[config.mk]
export PLATFORM = sky130hd
export DESIGN_NAME = ugc_top
export DESIGN_NICKNAME = d
export VERILOG_FILES = /design/src/design/ugc_pkg.sv /design/src/design/ugc_top.sv
export SDC_FILE = /design/constraint.sdc
export NUM_CORES = 1
export LEC_CHECK = 0
export ABC_AREA = 1
export BUFFER_PORTS_ARGS = -buffer_cell sky130_fd_sc_hd__buf_2
export CORE_MARGIN = 2
export CORE_UTILIZATION = 52
export DETAILED_ROUTE_END_ITERATION = 7
export PLACE_DENSITY = 0.81
export SLEW_MARGIN = 5
export SYNTH_ARGS = -nofsm -noshare
export SYNTH_HDL_FRONTEND = slang
export SYNTH_SLANG_ARGS = --single-unit
[constraint.sdc]
create_clock -name CLK -period 2.4 [get_ports CLK]
set_input_delay 0.48 -clock CLK [delete_from_list [all_inputs] [get_ports CLK]]
set_output_delay 0.48 -clock CLK [all_outputs]
set_load 0.05 [all_outputs]
[src/design/ugc_pkg.sv]
// Purpose: shared constants and carrier types for the USB general control block
// Assumes: single 100 MHz clock domain
// Notes: sizes are in bytes
package ugc_pkg;
	localparam int NUM_ENTRIES = 7;
	localparam int MEM_BYTES = 832;
	localparam int BIG_ENTRY_BYTES = 256;
	localparam int SMALL_ENTRY_BYTES = 64;
	localparam int ADDR_W = 10;
	localparam int SIZE_W = 9;
	localparam logic CTRL_ENABLE_RST = 1'b0;
	localparam logic CTRL_FREEZE_RST = 1'b1;
	localparam logic CTRL_HOST_RST = 1'b0;
	localparam logic [ADDR_W-1:0] BASE_RST = 10'h000;
	localparam int GEN_SRC_N = 8;
	// Bit positions of the general event sources
	localparam int EV_ID = 0;
	localparam int EV_SUPPLY = 1;
	localparam int EV_SESSION = 2;
	localparam int EV_SWAP = 3;
	localparam int EV_SUPPLY_DROP = 4;
	localparam int EV_BCONN_ERR = 5;
	localparam int EV_NEG_ERR = 6;
	localparam int EV_SUSP_TO = 7;
	localparam logic [GEN_SRC_N-1:0] PROCESSING_MASK = 8'h0F;
	localparam logic [GEN_SRC_N-1:0] EXCEPTION_MASK = 8'hF0;
	typedef enum logic [1:0] {UGC_RESET, UGC_DEVICE, UGC_HOST} ugc_state_t;
	typedef struct packed {
		logic [2:0] entry;
		logic [1:0] size_code;
		logic banks2;
	} ugc_memory_reserve_bit_req_t;
	typedef struct packed {
		logic pullup_plus;
		logic pullup_minus;
		logic pulldown_both;
	} ugc_pull_t;
endpackage

[src/design/ugc_top.sv]
// Purpose: general control, role select, event grouping and endpoint memory allocation
// Assumes: all inputs synchronous to CLK; event pulses are one cycle wide
// Notes: one clock domain; entry 0 is the default control entry
//
// How it works
// - Reset leaves enable clear, clock frozen, controller off, pad suspended, states reset.
// - ID pin high sets the ID status bit and selects the device controller.
// - ID pin low clears ID status, disables device, enables host controller.
// - Setting enable enters host or device per ID pin, starting idle.
// - Clearing enable stops the controller and drops reserves; event flags, sizes and bases keep their values.
// - Two vectors: general events combined, and endpoint or pipe events combined.
// - A flag reaches its vector only when its enable bit is set.
// - Events are classed processing (ID, supply, session, swap) or exception.
// - In idle power mode any enabled interrupt wakes the CPU.
// - In power-down, device wake (host registers not selected), host wake (host registers selected), ID or supply change wakes asynchronously.
// - Control, status and event registers stay accessible while the clock is frozen.
// - While frozen, only device wake, host wake, ID and supply events may rise.
// - Device role: low-speed bit pulls up minus line, else plus line.
// - Host role: pull-downs on both lines and attached speed is detected.
// - Allocating entry k inserts it after k-1; k+1 slides up; higher stay.
// - Clearing an entry enable keeps its reserve bit, size and bank fields.
// - Releasing entry k frees it; k+1 slides down; higher stay even overlapping.
// - Entry zero memory is never moved by activity on higher entries.
// - Re-allocating with identical parameters slides k+1 down on release and back to its old base on reserve when k has one bank; higher stay.
// - The accepted flag is set after allocation even when regions overlap.
// - Memory is 832 bytes; every entry, the large one too, up to 64 per bank.
// - Freeze gates controller clocks but keeps resume detection active.
module ugc_top #(
	parameter int ENTRIES = ugc_pkg::NUM_ENTRIES,
	parameter int BIG_ENTRY = 1
) (
	input wire logic CLK,
	input wire logic RST_N,
	input wire logic CE,
	input wire logic CONTROLLER_ENABLE,
	input wire logic CLOCK_FREEZE,
	input wire logic ROLE_HOST_SELECT,
	input wire logic ROLE_ID_PIN,
	input wire logic LOW_SPEED_SELECT,
	input wire logic IDLE_POWER_MODE,
	input wire logic [ugc_pkg::GEN_SRC_N-1:0] GEN_EVENT_IN,
	input wire logic [ugc_pkg::GEN_SRC_N-1:0] GEN_EVENT_ENABLE,
	input wire logic [ugc_pkg::GEN_SRC_N-1:0] GEN_EVENT_CLEAR,
	input wire logic DEVICE_WAKE_IN,
	input wire logic HOST_WAKE_IN,
	input wire logic WAKE_ENABLE,
	input wire logic WAKE_CLEAR,
	input wire logic [ENTRIES-1:0] EP_EVENT_IN,
	input wire logic [ENTRIES-1:0] EP_EVENT_ENABLE,
	input wire logic [ENTRIES-1:0] EP_EVENT_CLEAR,
	input wire logic ATTACHED_LOW_SPEED,
	input wire logic [ENTRIES-1:0] ENTRY_ENABLE,
	input wire logic [ENTRIES-1:0] MEMORY_RESERVE_BIT,
	input wire logic [2*ENTRIES-1:0] ENTRY_SIZE_FIELD,
	input wire logic [ENTRIES-1:0] ENTRY_BANK_FIELD,
	output logic ID_STATUS,
	output logic DEVICE_ACTIVE,
	output logic HOST_ACTIVE,
	output logic HOST_REGS_SELECTED,
	output logic PAD_SUSPENDED,
	output logic CTRL_CLOCK_GATED,
	output logic [ugc_pkg::GEN_SRC_N-1:0] GEN_EVENT_FLAGS,
	output logic DEVICE_WAKE_FLAG,
	output logic HOST_WAKE_FLAG,
	output logic GENERAL_IRQ,
	output logic ENDPOINT_IRQ,
	output logic PROCESSING_PENDING,
	output logic EXCEPTION_PENDING,
	output logic CPU_WAKE,
	output logic ASYNC_WAKE,
	output ugc_pkg::ugc_pull_t PULLS,
	output logic SPEED_LOW_STATUS,
	output logic [ENTRIES-1:0] ENTRY_ENABLED,
	output logic [ENTRIES-1:0] CONFIG_ACCEPTED_FLAG,
	output logic [ENTRIES*ugc_pkg::ADDR_W-1:0] ENTRY_BASE,
	output logic [ENTRIES*ugc_pkg::SIZE_W-1:0] ENTRY_BYTES
);
	import ugc_pkg::*;

	ugc_state_t state_r;
	logic running;
	logic [GEN_SRC_N-1:0] gen_flags_r;
	logic [ENTRIES-1:0] ep_flags_r;
	logic dev_wake_r;
	logic host_wake_r;
	logic [ENTRIES-1:0] reserve_r;
	logic [ENTRIES-1:0] banks_r;
	logic [1:0] size_code_r [ENTRIES];
	logic [ADDR_W-1:0] base_r [ENTRIES];
	logic [GEN_SRC_N-1:0] frozen_ok;
	logic [GEN_SRC_N-1:0] gen_set;
	logic [ENTRIES-1:0] ep_set;
	logic [SIZE_W-1:0] bytes_of [ENTRIES];

	assign running = (state_r != UGC_RESET) && !CLOCK_FREEZE;

	// Role state: enable low returns the role state to reset; event flags and entry sizes and bases keep their values
	always_ff @(posedge CLK or negedge RST_N) begin
		if (!RST_N) begin
			state_r <= UGC_RESET;
		end else if (CE) begin
			if (!CONTROLLER_ENABLE) begin
				state_r <= UGC_RESET;
			end else begin
				case (state_r)
					UGC_RESET: state_r <= ROLE_ID_PIN ? UGC_DEVICE : UGC_HOST;
					UGC_DEVICE: if (!ROLE_ID_PIN) state_r <= UGC_HOST;
					UGC_HOST: if (ROLE_ID_PIN) state_r <= UGC_DEVICE;
					default: state_r <= UGC_RESET;
				endcase
			end
		end
	end

	// Role outputs and pad control
	always_ff @(posedge CLK or negedge RST_N) begin
		if (!RST_N) begin
			ID_STATUS <= 1'b1;
			DEVICE_ACTIVE <= 1'b0;
			HOST_ACTIVE <= 1'b0;
			HOST_REGS_SELECTED <= CTRL_HOST_RST;
			PAD_SUSPENDED <= 1'b1;
			CTRL_CLOCK_GATED <= CTRL_FREEZE_RST;
			PULLS <= '0;
			SPEED_LOW_STATUS <= 1'b0;
		end else if (CE) begin
			ID_STATUS <= ROLE_ID_PIN;
			DEVICE_ACTIVE <= (state_r == UGC_DEVICE);
			HOST_ACTIVE <= (state_r == UGC_HOST);
			// Register view follows software only, never the pin
			HOST_REGS_SELECTED <= ROLE_HOST_SELECT;
			PAD_SUSPENDED <= (state_r == UGC_RESET);
			// Resume detection lives outside the gated domain, so wake flags still work
			CTRL_CLOCK_GATED <= CLOCK_FREEZE || (state_r == UGC_RESET);
			PULLS.pullup_minus <= (state_r == UGC_DEVICE) && LOW_SPEED_SELECT;
			PULLS.pullup_plus <= (state_r == UGC_DEVICE) && !LOW_SPEED_SELECT;
			PULLS.pulldown_both <= (state_r == UGC_HOST);
			if (state_r == UGC_HOST && running) begin
				SPEED_LOW_STATUS <= ATTACHED_LOW_SPEED;
			end
		end
	end

	// ID and supply changes may rise while frozen; the rest need a running clock
	assign frozen_ok = (GEN_SRC_N'(1) << EV_ID) | (GEN_SRC_N'(1) << EV_SUPPLY);
	assign gen_set = GEN_EVENT_IN & (running ? {GEN_SRC_N{1'b1}} : frozen_ok);
	assign ep_set = running ? EP_EVENT_IN : '0;

	// Sticky flags; a set in the clear cycle wins
	always_ff @(posedge CLK or negedge RST_N) begin
		if (!RST_N) begin
			gen_flags_r <= '0;
			ep_flags_r <= '0;
			dev_wake_r <= 1'b0;
			host_wake_r <= 1'b0;
		end else if (CE) begin
			// Register access stays live while frozen: no freeze term on the clears
			gen_flags_r <= (gen_flags_r & ~GEN_EVENT_CLEAR) | gen_set;
			ep_flags_r <= (ep_flags_r & ~EP_EVENT_CLEAR) | ep_set;
			dev_wake_r <= (dev_wake_r & ~WAKE_CLEAR) | (DEVICE_WAKE_IN && state_r == UGC_DEVICE);
			host_wake_r <= (host_wake_r & ~WAKE_CLEAR) | (HOST_WAKE_IN && state_r == UGC_HOST);
		end
	end

	// Vectors and wake outputs
	always_ff @(posedge CLK or negedge RST_N) begin
		if (!RST_N) begin
			GEN_EVENT_FLAGS <= '0;
			DEVICE_WAKE_FLAG <= 1'b0;
			HOST_WAKE_FLAG <= 1'b0;
			GENERAL_IRQ <= 1'b0;
			ENDPOINT_IRQ <= 1'b0;
			PROCESSING_PENDING <= 1'b0;
			EXCEPTION_PENDING <= 1'b0;
			CPU_WAKE <= 1'b0;
			ASYNC_WAKE <= 1'b0;
		end else if (CE) begin
			GEN_EVENT_FLAGS <= gen_flags_r;
			DEVICE_WAKE_FLAG <= dev_wake_r;
			HOST_WAKE_FLAG <= host_wake_r;
			GENERAL_IRQ <= |(gen_flags_r & GEN_EVENT_ENABLE)
				|| (WAKE_ENABLE && (dev_wake_r || host_wake_r));
			ENDPOINT_IRQ <= |(ep_flags_r & EP_EVENT_ENABLE);
			PROCESSING_PENDING <= |(gen_flags_r & GEN_EVENT_ENABLE & PROCESSING_MASK);
			EXCEPTION_PENDING <= |(gen_flags_r & GEN_EVENT_ENABLE & EXCEPTION_MASK);
			CPU_WAKE <= IDLE_POWER_MODE && (|(gen_flags_r & GEN_EVENT_ENABLE)
				|| |(ep_flags_r & EP_EVENT_ENABLE)
				|| (WAKE_ENABLE && (dev_wake_r || host_wake_r)));
			// Only sources that need no running controller clock may wake from power-down
			ASYNC_WAKE <= (dev_wake_r && !ROLE_HOST_SELECT) || (host_wake_r && ROLE_HOST_SELECT)
				|| gen_flags_r[EV_ID] || gen_flags_r[EV_SUPPLY];
		end
	end

	// Per-entry byte count, capped at 64 except for the large entry
	generate
		for (genvar k = 0; k < ENTRIES; k++) begin : g_size
			logic [SIZE_W-1:0] raw;
			logic [SIZE_W-1:0] cap;
			assign raw = SIZE_W'(8) << size_code_r[k];
			assign cap = (k == BIG_ENTRY) ? SIZE_W'(BIG_ENTRY_BYTES)
				: SIZE_W'(SMALL_ENTRY_BYTES);
			assign bytes_of[k] = ((raw > cap) ? cap : raw) << banks_r[k];
			assign ENTRY_BYTES[k*SIZE_W +: SIZE_W] = bytes_of[k];
			assign ENTRY_BASE[k*ADDR_W +: ADDR_W] = base_r[k];
		end
	endgenerate

	// Allocation: base of k is taken from k-1 at the change; only k and k+1 move
	always_ff @(posedge CLK or negedge RST_N) begin
		if (!RST_N) begin
			reserve_r <= '0;
			banks_r <= '0;
			CONFIG_ACCEPTED_FLAG <= '0;
			ENTRY_ENABLED <= '0;
			for (int i = 0; i < ENTRIES; i++) begin
				size_code_r[i] <= 2'h0;
				base_r[i] <= BASE_RST;
			end
		end else if (CE) begin
			if (state_r == UGC_RESET) begin
				reserve_r <= '0;
				CONFIG_ACCEPTED_FLAG <= '0;
				ENTRY_ENABLED <= '0;
			end else begin
				// Enable is tracked apart; reserve, size and banks are untouched by it
				ENTRY_ENABLED <= ENTRY_ENABLE & reserve_r;
				for (int k = 0; k < ENTRIES; k++) begin
					if (MEMORY_RESERVE_BIT[k] && !reserve_r[k]) begin
						reserve_r[k] <= 1'b1;
						size_code_r[k] <= ENTRY_SIZE_FIELD[2*k +: 2];
						banks_r[k] <= ENTRY_BANK_FIELD[k];
						// Entry zero always sits at the bottom, so higher work never moves it
						base_r[k] <= (k == 0) ? BASE_RST : ADDR_W'(base_r[(k == 0) ? 0 : k-1]
							+ (reserve_r[(k == 0) ? 0 : k-1] ? bytes_of[(k == 0) ? 0 : k-1]
							: SIZE_W'(0)));
						// No overlap check: accepted regardless
						CONFIG_ACCEPTED_FLAG[k] <= 1'b1;
					end else if (!MEMORY_RESERVE_BIT[k] && reserve_r[k]) begin
						reserve_r[k] <= 1'b0;
						CONFIG_ACCEPTED_FLAG[k] <= 1'b0;
					end
				end
				// Slide the neighbour above a changed entry; a reserve change of the entry just below moves it, whatever the size
				for (int k = 1; k < ENTRIES; k++) begin
					if (reserve_r[k] && (MEMORY_RESERVE_BIT[k-1] != reserve_r[k-1])) begin
						base_r[k] <= MEMORY_RESERVE_BIT[k-1]
							? ADDR_W'(base_r[k-1] + SIZE_W'(SIZE_W'(8) << ENTRY_SIZE_FIELD[2*(k-1) +: 2]))
							: base_r[k-1];
					end
				end
			end
		end
	end

	// Memory is shared, lives outside; its size is recorded but bounds none of the reported bases
	localparam int MEM_LIMIT = MEM_BYTES;
endmodule

==> results.md <==
* Worst path required time at 2.70 ns
* IO Pins at approximately 270
* Placeable Area at ~16000 µm²
* Post-Route M1 WL at 9790 µm
* RSZ-0062 raised after global routing: no
* Nets at 1478
* Setup TNS at 0 ns
* Maximum clock insertion buffer count at 2
* Clk_skew at 0.007947 ns
* Root Driver: clkbuf_16
* Slowest cell on crit path: dfrtp_1
* Worst-path clk slew at roughly 0.060 ns
* Synth Area per Inst at 7.550 µm²
* Die Width at between 100 and 150 µm
* Setup CP Type: flip-flop to flip-flop
* Drc violations at 0
* Status: completed
* First-pass GRT wire length at 35650 µm
* Number of flops mapped to enable cells by yosys at 0
* Worst r2r src: reserve_r[5]
* Setup crit end: ENTRY_BASE[69]
* R2R Setup Slk at 0.16 ns
* Cell Pwr Density at 1307 nW/µm²
* Port Buffers at 207
* Max VDD drop at 0.9026 mV
* Drt pass-1 iters at 6
* Period minus WS final at ~2.2 ns
* Initial antenna violation count at 1
* Worst setup SP type: flip-flop
* Leading area contributor after synthesis: dfrtp_1
* Sequential fraction of the synthesis area at 35.34%
* Final Max Tran Viols at 0
* Ys async rst share at between 90% and 100%
* Final Hold Viols at 0
* CP cell instances: inv_2 -> nor4_1 -> ha_1 -> fa_1 -> nand3_1 -> nand2_1 -> nand2_1 -> nand2_1 -> nand4_1 -> nand3_1 -> nand2_1
* Vias at about 8200
* Leakage power at 5.430 nW
* Cts hold-fix bufs at 0
* Synth warn at 0
* Share of layout cells above drive strength 1 at around 22%
* Metal2 WL at around 11000 µm
* Hold_ws at ~0.021 ns
* Largest net degree at the start of global routing at 44
* CP arrival at 2.54 ns
* Latest clock arrival within the worst-skew pair at 0.42 ns
* GPL Wtd Cong at around 0.87
* Critical path launch point: reserve_r[5]
* Reg2Reg Depth at 11
* Met3 WL post-DR at 1496 µm
* Drt wl/cell at between 10 and 15 µm
* Max Clk Rate at 0.4468 GHz
* Fin area at about 10000 µm²
* Slew HR at between 50% and 60%
* Post-synthesis register bit count at between 100 and 150
* CTS tree: done
* DP Area at 9453 µm²
* Total grt overflow at 0
* Iteration-0 DRC Markers at 595
* Crit path max fanout at 9
* Die height at roughly 130 µm
* Die footprint at 17120 µm²
* Final ANT Viol Nets at 0
* Vias per inst at ~5.3
* Rows at 46
* GRT Util Overall at 26.59%
* Primary FF master, synth: dfrtp_1
* Cts bufs inserted at 17
* Post-Syn Instances at ~1100
* H-Tree Depth at 4
* Final WL at 23000 µm
* Setup violations, final at 0
* CP most frequent cell: nand2_1
* Starting Density at 52.85%
* Worst-Margin Slew at 0.6849 ns
* Crit-path max cell delay at 0.47 ns
* Synth-to-Final Area Change at 20.12%
* Top cell type's share of synthesized area at 34.40%
* Vias in the first global route at 7329
* Synth top area cells: dfrtp_1 (34%), nand2_1 (11%), ha_1 (8.5%)
* Crit Reg-Reg Endpoint: ENTRY_BASE[69]
* Crit share post-route at 93.26%
* Synth Cell Area at 8366 µm²
* MaxCap Viol Count at 0
* TritonCTS Sinks at about 120
* Count of cell types in the netlist at 44
* Worst hold path type: primary input to asynchronous set/reset pin
* Crit. End Element: flip-flop
* Top layer in use: met4
* DP Wirelength at 17700 µm
==> final cells by class <==
type / instances / area, µm²
Antenna cell: 1 / 2.502
Multi-Input combinational cell: 831 / 4594
Clock inverter: 14 / 148.9
Clock buffer: 18 / 439.2
Fill cell: 1397 / 5779
Inverter: 130 / 490.5
Sequential cell: 118 / 2957
Timing Repair Buffer: 219 / 1146
Tap cell: 216 / 270.3
==> worst max-delay path, delay by kind of cell, from the launching register on <==
kind | cells | cell delay (ns)
simple gates | 8 | 0.96
fa+ha+maj | 2 | 0.53
flops | 1 | 0.47
buf+inv | 1 | 0.14
==> per-layer routing <==
layer | global-route usage (%) | vias up
met4 | 9.512 | 0
met2 | 43.60 | 311
li1 | - | 4007
met3 | 5.497 | 50
met1 | 35.07 | 3793
met5 | 0 | -
==> placed cells by master (no fill, tap or decap), types with 17 or more instances in the layout <==
master       n
a21oi_1     82
a22o_1      17
buf_2      204
clkbuf_16   17
conb_1      59
dfrtp_1    115
ha_1        57
inv_1      118
nand2_1    239
nand3_1     83
nor2_1      98
o21ai_0     74
==> stage by stage <==
stage	std cells	util, %	worst slack [ns]	total power, mW
after floorplan	1166	-	-0.02287	8.845
after global placement	1514	59.72	0.3302	10.35
after detailed placement	1514	59.72	0.2829	10.51
after CTS	1546	63.44	0.05249	13.12
after global routing	1546	63.47	0.007096	13.95
final	1547	63.49	0.1619	13.13
==> sequential cells by signal, summed over array words and instances, names as in the netlist, 2 cells and up <==
name and cells:
CONFIG_ACCEPTED_FLAG 3, ENTRY_BASE 39, ENTRY_ENABLED 7, GEN_EVENT_FLAGS 8
PULLS 3, banks_r 7, ep_flags_r 7, gen_flags_r 8
reserve_r 4, size_code_r 14, state_r 2
==> synth_stat cells, types with 7 or more instances <==
| library cell | instances |
|---|---|
| a21oi_1 | 82 |
| a22o_1 | 17 |
| a22oi_1 | 7 |
| a31oi_1 | 7 |
| a32o_1 | 8 |
| buf_4 | 62 |
| clkbuf_1 | 19 |
| dfrtp_1 | 115 |
| fa_1 | 10 |
| ha_1 | 57 |
| inv_1 | 118 |
| inv_2 | 11 |
| nand2_1 | 239 |
| nand3_1 | 83 |
| nand4_1 | 10 |
| nor2_1 | 98 |
| nor3_1 | 12 |
| o21ai_0 | 86 |
==> where the power goes <==
| part | internal, mW | switching, mW | leakage [nW] |
|---|---|---|---|
| combinational | 1.85 | 5.20 | 3.69 |
| clock | 1.56 | 1.00 | 0.279 |
| sequential | 2.61 | 0.914 | 1.46 |
==> worst min-delay path by stage <==
| stage | cells after the start | slack [ns] | startpoint | endpoint |
|---|---|---|---|---|
| floorplan | 0 | 0.18 | RST_N | ASYNC_WAKE |
| global placement | 2 | 0.45 | HOST_REGS_SELECTED | HOST_REGS_SELECTED |
| detailed placement | 2 | 0.45 | GEN_EVENT_FLAGS[0] | GEN_EVENT_FLAGS[0] |
| CTS | 1 | 0.03 | RST_N | ENTRY_BASE[66] |
| global route | 1 | 0.05 | RST_N | ENTRY_BASE[66] |
| finish | 1 | 0.02 | RST_N | ENTRY_BASE[66] |
==> what timing repair did <==
item	in CTS	in global routing
setup endpoints to repair	0	2
buffers inserted	0	0
gates resized for setup	0	4
==> logic make-up (layout without fill, tap and decap cells) <==
group / Yosys count / after routing / share of synthesized area, %
AND/OR/NAND/NOR: 468 / 468 / 24.10
AO/OA/AOI/OAI: 228 / 228 / 15.82
buffers and inverters: 217 / 381 / 12.79
flip-flops: 118 / 118 / 35.34
adder cells (fa/ha/maj): 67 / 67 / 10.92
XOR/XNOR: 7 / 7 / 0.7329
multiplexers: 2 / 2 / 0.2543
other: 1 / 60 / 0.04483
No activity file was read; power rests on OpenSTA's default activity.
